--- src/pwdr_pkg.sv ---
// Shared offsets, field positions and reset values of the window and high-address registers
package pwdr_pkg;
    localparam int ADDR_W = 12;
    localparam int DATA_W = 32;
    localparam int STRB_W = 4;

    // Register byte offsets
    localparam logic [11:0] OFS_DMA_ONE_HIGH = 12'h094;
    localparam logic [11:0] OFS_DMA_TWO_HIGH = 12'h0B4;
    localparam logic [11:0] OFS_CSR_WIN_MASK = 12'h0F8;
    localparam logic [11:0] OFS_CSR_WIN_OFFSET = 12'h0FC;
    localparam logic [11:0] OFS_SDRAM_WIN_MASK = 12'h100;
    localparam logic [11:0] OFS_CHAN_STATUS = 12'h180;
    localparam logic [11:0] OFS_CSR_BAR_VIEW = 12'h184;
    localparam logic [11:0] OFS_SDRAM_BAR_VIEW = 12'h188;

    // Window field positions
    localparam int WIN_LSB = 18;
    localparam int WIN_MSB = 27;
    localparam int WIN_W = WIN_MSB - WIN_LSB + 1;
    localparam int HI_LSB = 28;
    localparam int HI_MSB = 31;
    localparam int DIS_BIT = 31;

    // Reset values
    localparam logic [31:0] RST_HIGH_ADDR = 32'h0000_0000;
    localparam logic [WIN_W-1:0] RST_WIN_FIELD = 10'h000;
    localparam logic RST_DISABLE = 1'b0;
    localparam logic [31:0] RST_BAR = 32'h0000_0000;

    // AXI responses
    localparam logic [1:0] RESP_OKAY = 2'h0;
    localparam logic [1:0] RESP_SLVERR = 2'h2;
endpackage

--- src/pwdr_regbus_if.sv ---
// Internal register access bundle between the bus slave and the register bank
`timescale 1ns/1ps
interface pwdr_regbus_if;
    import pwdr_pkg::*;
    logic wrEn;
    logic [ADDR_W-1:0] wrAddr;
    logic [DATA_W-1:0] wrData;
    logic [STRB_W-1:0] wrStrb;
    logic wrErr;
    logic rdEn;
    logic [ADDR_W-1:0] rdAddr;
    logic [DATA_W-1:0] rdData;
    logic rdErr;
    modport slave (output wrEn, wrAddr, wrData, wrStrb, rdEn, rdAddr, input wrErr, rdData, rdErr);
    modport regs (input wrEn, wrAddr, wrData, wrStrb, rdEn, rdAddr, output wrErr, rdData, rdErr);
endinterface

--- src/pwdr_axi_slave.sv ---
// AXI4-Lite slave front end, one write and one read in flight
`timescale 1ns/1ps
module pwdr_axi_slave (
    input wire logic ref_clk,
    input wire logic rst_n,
    input wire logic [pwdr_pkg::ADDR_W-1:0] s_axi_awaddr,
    input wire logic s_axi_awvalid,
    output logic s_axi_awready,
    input wire logic [pwdr_pkg::DATA_W-1:0] s_axi_wdata,
    input wire logic [pwdr_pkg::STRB_W-1:0] s_axi_wstrb,
    input wire logic s_axi_wvalid,
    output logic s_axi_wready,
    output logic [1:0] s_axi_bresp,
    output logic s_axi_bvalid,
    input wire logic s_axi_bready,
    input wire logic [pwdr_pkg::ADDR_W-1:0] s_axi_araddr,
    input wire logic s_axi_arvalid,
    output logic s_axi_arready,
    output logic [pwdr_pkg::DATA_W-1:0] s_axi_rdata,
    output logic [1:0] s_axi_rresp,
    output logic s_axi_rvalid,
    input wire logic s_axi_rready,
    pwdr_regbus_if.slave rb
);
    import pwdr_pkg::*;

    logic awreadyFf, wreadyFf, bvalidFf, arreadyFf, rvalidFf;
    logic [1:0] brespFf, rrespFf;
    logic [ADDR_W-1:0] awAddrFf, arAddrFf;
    logic [DATA_W-1:0] wDataFf, rDataFf;
    logic [STRB_W-1:0] wStrbFf;

    // Commit once both halves are held; ready stays low until the response is taken
    assign rb.wrEn = !awreadyFf && !wreadyFf && !bvalidFf;
    assign rb.wrAddr = awAddrFf;
    assign rb.wrData = wDataFf;
    assign rb.wrStrb = wStrbFf;
    assign rb.rdEn = !arreadyFf && !rvalidFf;
    assign rb.rdAddr = arAddrFf;

    always_ff @(posedge ref_clk) begin
        if (!rst_n) begin
            awreadyFf <= 1'b1;
            wreadyFf <= 1'b1;
            bvalidFf <= 1'b0;
            brespFf <= RESP_OKAY;
            awAddrFf <= '0;
            wDataFf <= '0;
            wStrbFf <= '0;
        end else begin
            if (s_axi_awvalid && awreadyFf) begin
                awreadyFf <= 1'b0;
                awAddrFf <= s_axi_awaddr;
            end
            if (s_axi_wvalid && wreadyFf) begin
                wreadyFf <= 1'b0;
                wDataFf <= s_axi_wdata;
                wStrbFf <= s_axi_wstrb;
            end
            if (rb.wrEn) begin
                bvalidFf <= 1'b1;
                brespFf <= rb.wrErr ? RESP_SLVERR : RESP_OKAY;
            end
            if (bvalidFf && s_axi_bready) begin
                bvalidFf <= 1'b0;
                awreadyFf <= 1'b1;
                wreadyFf <= 1'b1;
            end
        end
    end

    always_ff @(posedge ref_clk) begin
        if (!rst_n) begin
            arreadyFf <= 1'b1;
            rvalidFf <= 1'b0;
            rrespFf <= RESP_OKAY;
            arAddrFf <= '0;
            rDataFf <= '0;
        end else begin
            if (s_axi_arvalid && arreadyFf) begin
                arreadyFf <= 1'b0;
                arAddrFf <= s_axi_araddr;
            end
            if (rb.rdEn) begin
                rvalidFf <= 1'b1;
                rDataFf <= rb.rdData;
                rrespFf <= rb.rdErr ? RESP_SLVERR : RESP_OKAY;
            end
            if (rvalidFf && s_axi_rready) begin
                rvalidFf <= 1'b0;
                arreadyFf <= 1'b1;
            end
        end
    end

    assign s_axi_awready = awreadyFf;
    assign s_axi_wready = wreadyFf;
    assign s_axi_bvalid = bvalidFf;
    assign s_axi_bresp = brespFf;
    assign s_axi_arready = arreadyFf;
    assign s_axi_rvalid = rvalidFf;
    assign s_axi_rdata = rDataFf;
    assign s_axi_rresp = rrespFf;
endmodule

--- src/pwdr_dac_chan.sv ---
// One DMA channel's high PCI address register and chain-complete flag
`timescale 1ns/1ps
module pwdr_dac_chan (
    input wire logic ref_clk,
    input wire logic rst_n,
    input wire logic swWrEn,
    input wire logic [31:0] swWrData,
    input wire logic descFetch,
    input wire logic descFirst,
    input wire logic descUpdHigh,
    input wire logic [31:0] descWord4,
    input wire logic chainEnd,
    input wire logic doneClr,
    output logic [31:0] highAddr,
    output logic dualAddrEn,
    output logic chainDone
);
    import pwdr_pkg::*;

    logic [31:0] highAddrFf;
    logic dualAddrFf;
    logic chainDoneFf;
    logic descLoad;
    logic [31:0] nxt_highAddr;

    // First fetched descriptor always loads; later ones only on the third-word bit
    assign descLoad = descFetch && (descFirst || descUpdHigh);
    // No increment path exists: value only loads, holds or clears
    assign nxt_highAddr = chainEnd ? RST_HIGH_ADDR :
                          descLoad ? descWord4 :
                          swWrEn ? swWrData : highAddrFf;

    always_ff @(posedge ref_clk) begin
        if (!rst_n) begin
            highAddrFf <= RST_HIGH_ADDR;
            dualAddrFf <= 1'b0;
            chainDoneFf <= 1'b0;
        end else begin
            highAddrFf <= nxt_highAddr;
            dualAddrFf <= (nxt_highAddr != 32'h0000_0000);
            chainDoneFf <= chainEnd || (chainDoneFf && !doneClr);
        end
    end

    assign highAddr = highAddrFf;
    assign dualAddrEn = dualAddrFf;
    assign chainDone = chainDoneFf;
endmodule

--- src/pwdr_regs_top.sv ---
// Top level: window masks, CSR offset, high-address registers and AXI4-Lite access
`timescale 1ns/1ps
module pwdr_regs_top #(
    parameter int NUM_CHAN = 2
) (
    input wire logic ref_clk,
    input wire logic rst_n,
    input wire logic [pwdr_pkg::ADDR_W-1:0] s_axi_awaddr,
    input wire logic s_axi_awvalid,
    output logic s_axi_awready,
    input wire logic [pwdr_pkg::DATA_W-1:0] s_axi_wdata,
    input wire logic [pwdr_pkg::STRB_W-1:0] s_axi_wstrb,
    input wire logic s_axi_wvalid,
    output logic s_axi_wready,
    output logic [1:0] s_axi_bresp,
    output logic s_axi_bvalid,
    input wire logic s_axi_bready,
    input wire logic [pwdr_pkg::ADDR_W-1:0] s_axi_araddr,
    input wire logic s_axi_arvalid,
    output logic s_axi_arready,
    output logic [pwdr_pkg::DATA_W-1:0] s_axi_rdata,
    output logic [1:0] s_axi_rresp,
    output logic s_axi_rvalid,
    input wire logic s_axi_rready,
    input wire logic [NUM_CHAN-1:0] descFetch,
    input wire logic [NUM_CHAN-1:0] descFirst,
    input wire logic [NUM_CHAN-1:0] descUpdHigh,
    input wire logic [NUM_CHAN-1:0][31:0] descWord4,
    input wire logic [NUM_CHAN-1:0] chainEnd,
    output logic [NUM_CHAN-1:0][31:0] chanHighAddr,
    output logic [NUM_CHAN-1:0] chanDualAddr,
    input wire logic cfgCsrBarWr,
    input wire logic cfgSdramBarWr,
    input wire logic [31:0] cfgBarWrData,
    output logic [31:0] csrBarValue,
    output logic [31:0] sdramBarValue,
    input wire logic csrHit,
    input wire logic [31:0] pciAddr,
    output logic [27:0] csrLocalAddr,
    output logic csrLocalValid
);
    import pwdr_pkg::*;

    pwdr_regbus_if rb ();

    pwdr_axi_slave u_axi (
        .ref_clk(ref_clk),
        .rst_n(rst_n),
        .s_axi_awaddr(s_axi_awaddr),
        .s_axi_awvalid(s_axi_awvalid),
        .s_axi_awready(s_axi_awready),
        .s_axi_wdata(s_axi_wdata),
        .s_axi_wstrb(s_axi_wstrb),
        .s_axi_wvalid(s_axi_wvalid),
        .s_axi_wready(s_axi_wready),
        .s_axi_bresp(s_axi_bresp),
        .s_axi_bvalid(s_axi_bvalid),
        .s_axi_bready(s_axi_bready),
        .s_axi_araddr(s_axi_araddr),
        .s_axi_arvalid(s_axi_arvalid),
        .s_axi_arready(s_axi_arready),
        .s_axi_rdata(s_axi_rdata),
        .s_axi_rresp(s_axi_rresp),
        .s_axi_rvalid(s_axi_rvalid),
        .s_axi_rready(s_axi_rready),
        .rb(rb)
    );

    // Byte-lane merge of a write into an old value
    function automatic logic [31:0] mergeStrb(input logic [31:0] oldVal, input logic [31:0] newVal,
                                               input logic [3:0] strb);
        logic [31:0] res;
        res = oldVal;
        for (int i = 0; i < 4; i++) begin
            if (strb[i]) begin
                res[i*8 +: 8] = newVal[i*8 +: 8];
            end
        end
        return res;
    endfunction

    // Word address match, low two bits ignored
    function automatic logic hitOfs(input logic [ADDR_W-1:0] addr, input logic [11:0] ofs);
        return addr[ADDR_W-1:2] == ofs[ADDR_W-1:2];
    endfunction

    logic [WIN_W-1:0] csrMaskFf;
    logic [WIN_W-1:0] csrOffsetFf;
    logic [WIN_W-1:0] sdramMaskFf;
    logic sdramDisFf;
    logic [31:0] csrBarFf;
    logic [31:0] sdramBarFf;
    logic [27:0] csrLocalFf;
    logic csrLocalValidFf;
    logic [NUM_CHAN-1:0][31:0] highAddr;
    logic [NUM_CHAN-1:0] dualAddr;
    logic [NUM_CHAN-1:0] chainDone;

    // Write decode
    logic wrHighOne, wrHighTwo, wrCsrMask, wrCsrOffset, wrSdramMask, wrStatus, wrMapped;
    assign wrHighOne = rb.wrEn && hitOfs(rb.wrAddr, OFS_DMA_ONE_HIGH);
    assign wrHighTwo = rb.wrEn && hitOfs(rb.wrAddr, OFS_DMA_TWO_HIGH);
    assign wrCsrMask = rb.wrEn && hitOfs(rb.wrAddr, OFS_CSR_WIN_MASK);
    assign wrCsrOffset = rb.wrEn && hitOfs(rb.wrAddr, OFS_CSR_WIN_OFFSET);
    assign wrSdramMask = rb.wrEn && hitOfs(rb.wrAddr, OFS_SDRAM_WIN_MASK);
    assign wrStatus = rb.wrEn && hitOfs(rb.wrAddr, OFS_CHAN_STATUS);
    // Base address views are read-only from this side
    assign wrMapped = wrHighOne || wrHighTwo || wrCsrMask || wrCsrOffset || wrSdramMask || wrStatus
                      || hitOfs(rb.wrAddr, OFS_CSR_BAR_VIEW) || hitOfs(rb.wrAddr, OFS_SDRAM_BAR_VIEW);
    assign rb.wrErr = !wrMapped;

    // Register images, undefined bits forced to zero
    logic [31:0] csrMaskWord, csrOffsetWord, sdramMaskWord, statusWord;
    assign csrMaskWord = {4'h0, csrMaskFf, 18'h0_0000};
    assign csrOffsetWord = {4'h0, csrOffsetFf, 18'h0_0000};
    assign sdramMaskWord = {sdramDisFf, 3'h0, sdramMaskFf, 18'h0_0000};
    assign statusWord = {{(32-NUM_CHAN){1'b0}}, chainDone};

    logic [31:0] csrMaskMerge, csrOffsetMerge, sdramMaskMerge;
    assign csrMaskMerge = mergeStrb(csrMaskWord, rb.wrData, rb.wrStrb);
    assign csrOffsetMerge = mergeStrb(csrOffsetWord, rb.wrData, rb.wrStrb);
    assign sdramMaskMerge = mergeStrb(sdramMaskWord, rb.wrData, rb.wrStrb);

    // Window registers
    always_ff @(posedge ref_clk) begin
        if (!rst_n) begin
            csrMaskFf <= RST_WIN_FIELD;
            csrOffsetFf <= RST_WIN_FIELD;
            sdramMaskFf <= RST_WIN_FIELD;
            sdramDisFf <= RST_DISABLE;
        end else begin
            if (wrCsrMask) begin
                csrMaskFf <= csrMaskMerge[WIN_MSB:WIN_LSB];
            end
            if (wrCsrOffset) begin
                csrOffsetFf <= csrOffsetMerge[WIN_MSB:WIN_LSB];
            end
            if (wrSdramMask) begin
                sdramMaskFf <= sdramMaskMerge[WIN_MSB:WIN_LSB];
                sdramDisFf <= sdramMaskMerge[DIS_BIT];
            end
        end
    end

    // Writable-bit maps of the two PCI base registers; low bits hold no storage here
    logic [31:0] csrBarWritable, sdramBarWritable;
    assign csrBarWritable = {4'hF, ~csrMaskFf, 18'h0_0000};
    assign sdramBarWritable = {{4{~sdramDisFf}}, ~sdramMaskFf, 18'h0_0000};

    // Masking applies every cycle, so a bit hidden later also reads zero from the next clock
    logic [31:0] nxt_csrBar, nxt_sdramBar;
    assign nxt_csrBar = (cfgCsrBarWr ? cfgBarWrData : csrBarFf) & csrBarWritable;
    assign nxt_sdramBar = (cfgSdramBarWr ? cfgBarWrData : sdramBarFf) & sdramBarWritable;

    // Inbound control-space translation, mask bit one passes the PCI bit
    logic [WIN_W-1:0] csrWinBits;
    assign csrWinBits = (pciAddr[WIN_MSB:WIN_LSB] & csrMaskFf) | (csrOffsetFf & ~csrMaskFf);

    always_ff @(posedge ref_clk) begin
        if (!rst_n) begin
            csrBarFf <= RST_BAR;
            sdramBarFf <= RST_BAR;
            csrLocalFf <= '0;
            csrLocalValidFf <= 1'b0;
        end else begin
            csrBarFf <= nxt_csrBar;
            sdramBarFf <= nxt_sdramBar;
            csrLocalValidFf <= csrHit;
            if (csrHit) begin
                csrLocalFf <= {csrWinBits, pciAddr[WIN_LSB-1:0]};
            end
        end
    end

    // Channel high-address registers
    logic [NUM_CHAN-1:0] chanWr;
    logic [NUM_CHAN-1:0][31:0] chanWrData;
    logic [NUM_CHAN-1:0] doneClr;
    assign chanWr = {wrHighTwo, wrHighOne};

    generate
        for (genvar c = 0; c < NUM_CHAN; c++) begin : gChan
            assign chanWrData[c] = mergeStrb(highAddr[c], rb.wrData, rb.wrStrb);
            // Write one to clear; a chain ending in the same cycle still leaves the flag set
            assign doneClr[c] = wrStatus && rb.wrStrb[0] && rb.wrData[c];
            pwdr_dac_chan u_chan (
                .ref_clk(ref_clk),
                .rst_n(rst_n),
                .swWrEn(chanWr[c]),
                .swWrData(chanWrData[c]),
                .descFetch(descFetch[c]),
                .descFirst(descFirst[c]),
                .descUpdHigh(descUpdHigh[c]),
                .descWord4(descWord4[c]),
                .chainEnd(chainEnd[c]),
                .doneClr(doneClr[c]),
                .highAddr(highAddr[c]),
                .dualAddrEn(dualAddr[c]),
                .chainDone(chainDone[c])
            );
        end
    endgenerate

    // Read decode
    logic rdHighOne, rdHighTwo, rdCsrMask, rdCsrOffset, rdSdramMask, rdStatus, rdCsrBar, rdSdramBar;
    assign rdHighOne = hitOfs(rb.rdAddr, OFS_DMA_ONE_HIGH);
    assign rdHighTwo = hitOfs(rb.rdAddr, OFS_DMA_TWO_HIGH);
    assign rdCsrMask = hitOfs(rb.rdAddr, OFS_CSR_WIN_MASK);
    assign rdCsrOffset = hitOfs(rb.rdAddr, OFS_CSR_WIN_OFFSET);
    assign rdSdramMask = hitOfs(rb.rdAddr, OFS_SDRAM_WIN_MASK);
    assign rdStatus = hitOfs(rb.rdAddr, OFS_CHAN_STATUS);
    assign rdCsrBar = hitOfs(rb.rdAddr, OFS_CSR_BAR_VIEW);
    assign rdSdramBar = hitOfs(rb.rdAddr, OFS_SDRAM_BAR_VIEW);

    assign rb.rdData = rdHighOne ? highAddr[0] :
                       rdHighTwo ? highAddr[1] :
                       rdCsrMask ? csrMaskWord :
                       rdCsrOffset ? csrOffsetWord :
                       rdSdramMask ? sdramMaskWord :
                       rdStatus ? statusWord :
                       rdCsrBar ? csrBarFf :
                       rdSdramBar ? sdramBarFf : 32'h0000_0000;
    assign rb.rdErr = !(rdHighOne || rdHighTwo || rdCsrMask || rdCsrOffset || rdSdramMask || rdStatus
                        || rdCsrBar || rdSdramBar);

    // Outputs, all from flops
    assign chanHighAddr = highAddr;
    assign chanDualAddr = dualAddr;
    assign csrBarValue = csrBarFf;
    assign sdramBarValue = sdramBarFf;
    assign csrLocalAddr = csrLocalFf;
    assign csrLocalValid = csrLocalValidFf;
endmodule

--- config.mk ---
export PLATFORM = sky130hd
export DESIGN_NAME = pwdr_regs_top
export DESIGN_NICKNAME = d
export VERILOG_FILES = /design/src/pwdr_pkg.sv /design/src/pwdr_regbus_if.sv /design/src/pwdr_axi_slave.sv /design/src/pwdr_dac_chan.sv /design/src/pwdr_regs_top.sv
export SDC_FILE = /design/constraint.sdc
export NUM_CORES = 1
export LEC_CHECK = 0
export BUFFER_PORTS_ARGS = -buffer_cell sky130_fd_sc_hd__buf_4
export CORE_AREA = 2 2 158 160
export DETAILED_ROUTE_END_ITERATION = 8
export DIE_AREA = 0 0 160 162
export PLACE_DENSITY = 0.75
export SYNTH_ARGS = -nofsm -noshare
export SYNTH_HDL_FRONTEND = slang
export SYNTH_SLANG_ARGS = --single-unit
export TNS_END_PERCENT = 20
--- constraint.sdc ---
create_clock -name ref_clk -period 4.85 [get_ports ref_clk]
set_clock_uncertainty 0.15 [all_clocks]
set_input_delay 0.2425 -clock ref_clk [delete_from_list [all_inputs] [get_ports ref_clk]]
set_output_delay 0.2425 -clock ref_clk [all_outputs]
set_load 0.05 [all_outputs]
==> results by group <==
Die
  – Ports: 406
  – Chip width: 160 um
  – Initial core utilization: 0.4750
  – Core Region: 0.02411 mm2
  – Rows: 57
  – Die ar.: 0.02592 mm2
  – Die height: 162 um

Setup path
  – Slowest stage delay, CP: 890 ps
  – R2R Path Start: u_axi.s_axi_awready
  – Reg2reg setup slack: 1370 ps
  – CP Launch Type: flop
  – Crit path max fanout: 13
  – CP bufs+invs: 0
  – Worst setup path startpoint: u_axi.s_axi_awready
  – Slowest-stage cell, CP: nor3_2
  – CP Cell Sequence: nor3_2 > nand4_2 > mux2i_1 > a2bb2oi_1 > nand4_1 > nor4_1 > a21boi_1
  – Kind of critical path: reg -> reg
  – CP Data Required Time: 5110 ps
  – Worst-case reg-to-reg path depth: 7
  – Critical path capture point type: flop
  – CP delay by family, top: simple AND/OR/NAND/NOR gates
  – FF-to-FF End: gChan[0].u_chan.dualAddrEn
  – Critical Path AT: 3750 ps

Finish
  – Area of the multi-input gates: 0.005943 mm2
  – Layout cells sized above 1: 0.2601
  – P&R area growth vs syn: 46.35%
  – Non-Filler Instances: 2005
  – Sequential cell area: 0.005025 mm2
  – Filler cells: 1798
  – Cell area after layout: 0.01676 mm2
  – NumNets Final: 1861

Power
  – Overall power: 5.542 mW
  – Psw: 1.596 mW
  – Leak: 7.686 nW
  – Peak supply drop: 264.6 uV
  – Switching Share: 0.2880
  – Seq pwr share: 0.408
  – Combinational group share of total power: 0.190
  – Power Dens Cells: 330.7 mW/mm2
  – Share of power burned in the clock network: 0.402
  – Pint: 3.946 mW

Timing
  – RSZ-0062 raised after global routing: no
  – Hold WS: 66.64 ps
  – Total Neg Setup Slack: 0 ps
  – Peak Freq: 0.2870 GHz
  – Final min period: 3484 ps
  – Final Cycle Share: 0.7184
  – Final Max Slew Viols: 0
  – # setup viols final: 0
  – Rel. slew slack: 0.1705
  – Worst slew pin tran: 1244 ps
  – Final Hold Fails: 0

GRT
  – All-Layer GR Usage: 0.3063
  – Global route total overflow: 0
  – First-pass GRT wire length: 63030 um
  – Pin count of the biggest net entering global routing: 137
  – Initial antenna violation count: 6
  – Vias in the first global route: 11.19k

CTS
  – H-tree depth: 1
  – Maximum clock path buffer count: 3
  – Worst-path clk slew: 60 ps
  – Root buffer cell: clkbuf_16
  – Postcts setup bufs: 0
  – Skew-Pair Late Insertion Delay: 540 ps
  – Resized Gates After CTS: 0
  – Total CTS buffers: 28
  – Hold-fix buffers, CTS: 171
  – Sink Count: 251
  – CTS tree: yes

Synthesis
  – FFs w/ async S/R, synth: 0
  – Post-synth EDFFs: 0
  – Cell Area, Synth: 0.01145 mm2
  – Largest cells by area after synthesis: dfxtp_1 44%, mux2i_1 13%, nor2b_1 6.2%
  – Synth top area share: 0.4388
  – Largest area contributor in the netlist: dfxtp_1
  – Top FF cell, synth: dfxtp_1
  – Synth Instances: 1184
  – Synth cell types: 48
  – Register area share after synthesis: 0.4388
  – Flops & latches, synth: 251
  – Syn avg cell area: 9.671 um2
  – Synth Warn #: 0

Placed design
  – Post-DP Area: 0.01406 mm2
  – Input/output buffers: 341
  – Detailed Place HPWL: 27180 um
  – Gpl congestion: 0.8873
  – Placed instance count: 1778

Detailed routing
  – DRT Pass-1 Iters: 5
  – Wire length on met1: 16820 um
  – Met3 wire length: 2860 um
  – Final ANT Viol Nets: 0
  – Post-route DRC: 0
  – Routed WL: 41080 um
  – Initial DRC Count: 862
  – Met2 WL: 19720 um
  – Top routing layer in use: met5
  – Routed wire length per instance: 20.49 um
  – Vias/cell: 5.490
  – Total number of vias: 11.01k

Run
  – Max Cap Viol: 0

Hold path
  – Hold Path Origin: cfgSdramBarWr
  – Hold path cells: 3
  – Hold endpoint: sdramBarValue[20]
  – Hold/Removal Path Class: in -> reg

Outcome
  – Status: finished, final reports clean
## power groups by stage
| stage | registers, mW | clock network (mW) | logic (mW) |
|---|---|---|---|
| final | 2.26 | 2.23 | 1.05 |
| after global routing | 2.27 | 2.34 | 1.11 |
| after CTS | 2.26 | 2.25 | 1.04 |
| after floorplan | 2.51 | 0 | 0.387 |
| after global placement | 2.30 | 0 | 0.912 |
| after detailed placement | 2.30 | 0 | 0.922 |
## routing by layer
layer | vias up | track usage
met5 | - | 0
met4 | 2 | 0.1282
met3 | 110 | 0.05235
met2 | 511 | 0.5246
met1 | 5277 | 0.3837
li1 | 5108 | -
## synth_stat cells (2+ instances only)
| master | count |
|---|---|
| nor2_1 | 32 |
| dfxtp_1 | 251 |
| a21boi_0 | 58 |
| mux2i_1 | 151 |
| buf_2 | 8 |
| nand4_2 | 7 |
| a22oi_1 | 3 |
| o211a_1 | 12 |
| and2b_1 | 7 |
| nand3_1 | 3 |
| nor3_1 | 3 |
| a221oi_1 | 30 |
| buf_1 | 4 |
| nand2b_1 | 6 |
| o21ai_0 | 11 |
| nor3b_1 | 38 |
| a21oi_1 | 8 |
| nand4b_1 | 2 |
| o211ai_1 | 10 |
| buf_4 | 41 |
| a22o_1 | 10 |
| and2_1 | 7 |
| inv_1 | 5 |
| clkbuf_1 | 68 |
| nor2b_1 | 114 |
| and4bb_2 | 5 |
| nor4_1 | 7 |
| nor3b_2 | 2 |
| nand2_1 | 149 |
| a222oi_1 | 3 |
| or3_1 | 12 |
| a2bb2oi_1 | 64 |
| a31oi_1 | 10 |
| mux2_2 | 10 |
| a21boi_1 | 2 |
| nand4_1 | 19 |
## placed cells by master, fill, tap and decap left out, types with 12 or more instances in the layout
cell type / synthesis / final
mux2i_1: 151 / 151
dfxtp_1: 251 / 251
a21boi_0: 58 / 58
nor2b_1: 114 / 114
conb_1: 1 / 38
dlygate4sd3_1: 0 / 171
nor3b_1: 38 / 38
a2bb2oi_1: 64 / 64
nand2_1: 149 / 149
buf_4: 41 / 354
a221oi_1: 30 / 30
clkbuf_16: 0 / 29
nor2_1: 32 / 28
or3_1: 12 / 12
nand4_1: 19 / 19
o211a_1: 12 / 12
## layout make-up
class                      count  area share
clock inverter                11    0.008138
multi-input combinational    843      0.3546
inverter                       5    0.001120
timing repair buffer         526      0.2614
antenna                        5   0.0007466
sequential                   251      0.2998
tap                          324     0.02419
clock buffer                  40     0.04995
## worst max path at each step
stage | end | depth (start not counted) | slack, ps
3_3_place_gp | gChan[1].u_chan.dualAddrEn | 7 | 1530
3_5_place_dp | gChan[0].u_chan.dualAddrEn | 7 | 1440
6_report | gChan[0].u_chan.dualAddrEn | 7 | 1370
2_1_floorplan | gChan[0].u_chan.dualAddrEn | 8 | 2390
4_1_cts | gChan[0].u_chan.dualAddrEn | 7 | 1410
5_1_grt | gChan[1].u_chan.dualAddrEn | 7 | 1170
## cells by family after synthesis
group / share of synthesized area
XOR/XNOR: 0.0007650
AND/OR/NAND/NOR: 0.2059
multiplexers: 0.1418
buffers and inverters: 0.05660
flip-flops: 0.4388
adder cells (fa/ha/maj): 0.0008742
other: 0.0003275
AO/OA/AOI/OAI: 0.1549
## tightest hold or removal path: stages
cell and delay (ps):
buf_4 220, mux2i_1 180, nor3b_1 60
## through the flow
| stage | util | setup WS (ps) |
|---|---|---|
| after global placement | 0.5833 | 1532 |
| final | 0.6952 | 1366 |
| after floorplan | - | 2390 |
| after detailed placement | 0.5833 | 1438 |
| after global routing | 0.6952 | 1173 |
| after CTS | 0.6947 | 1413 |
## sequential cells by signal (all words and copies together) (netlist names), 2 cells and up
register / count
u_axi.rb.wrStrb: 4
gChan.u_chan.highAddr: 64
csrBarValue: 14
csrMaskFf: 10
u_axi.rb.rdAddr: 10
sdramBarValue: 14
u_axi.rb.wrData: 32
u_axi.rb.wrAddr: 10
csrLocalAddr: 28
u_axi.s_axi_rdata: 32
gChan.u_chan.dualAddrEn: 2
csrOffsetFf: 10
gChan.u_chan.chainDone: 2
sdramMaskFf: 10
No activity file was read; power rests on OpenSTA's default activity.
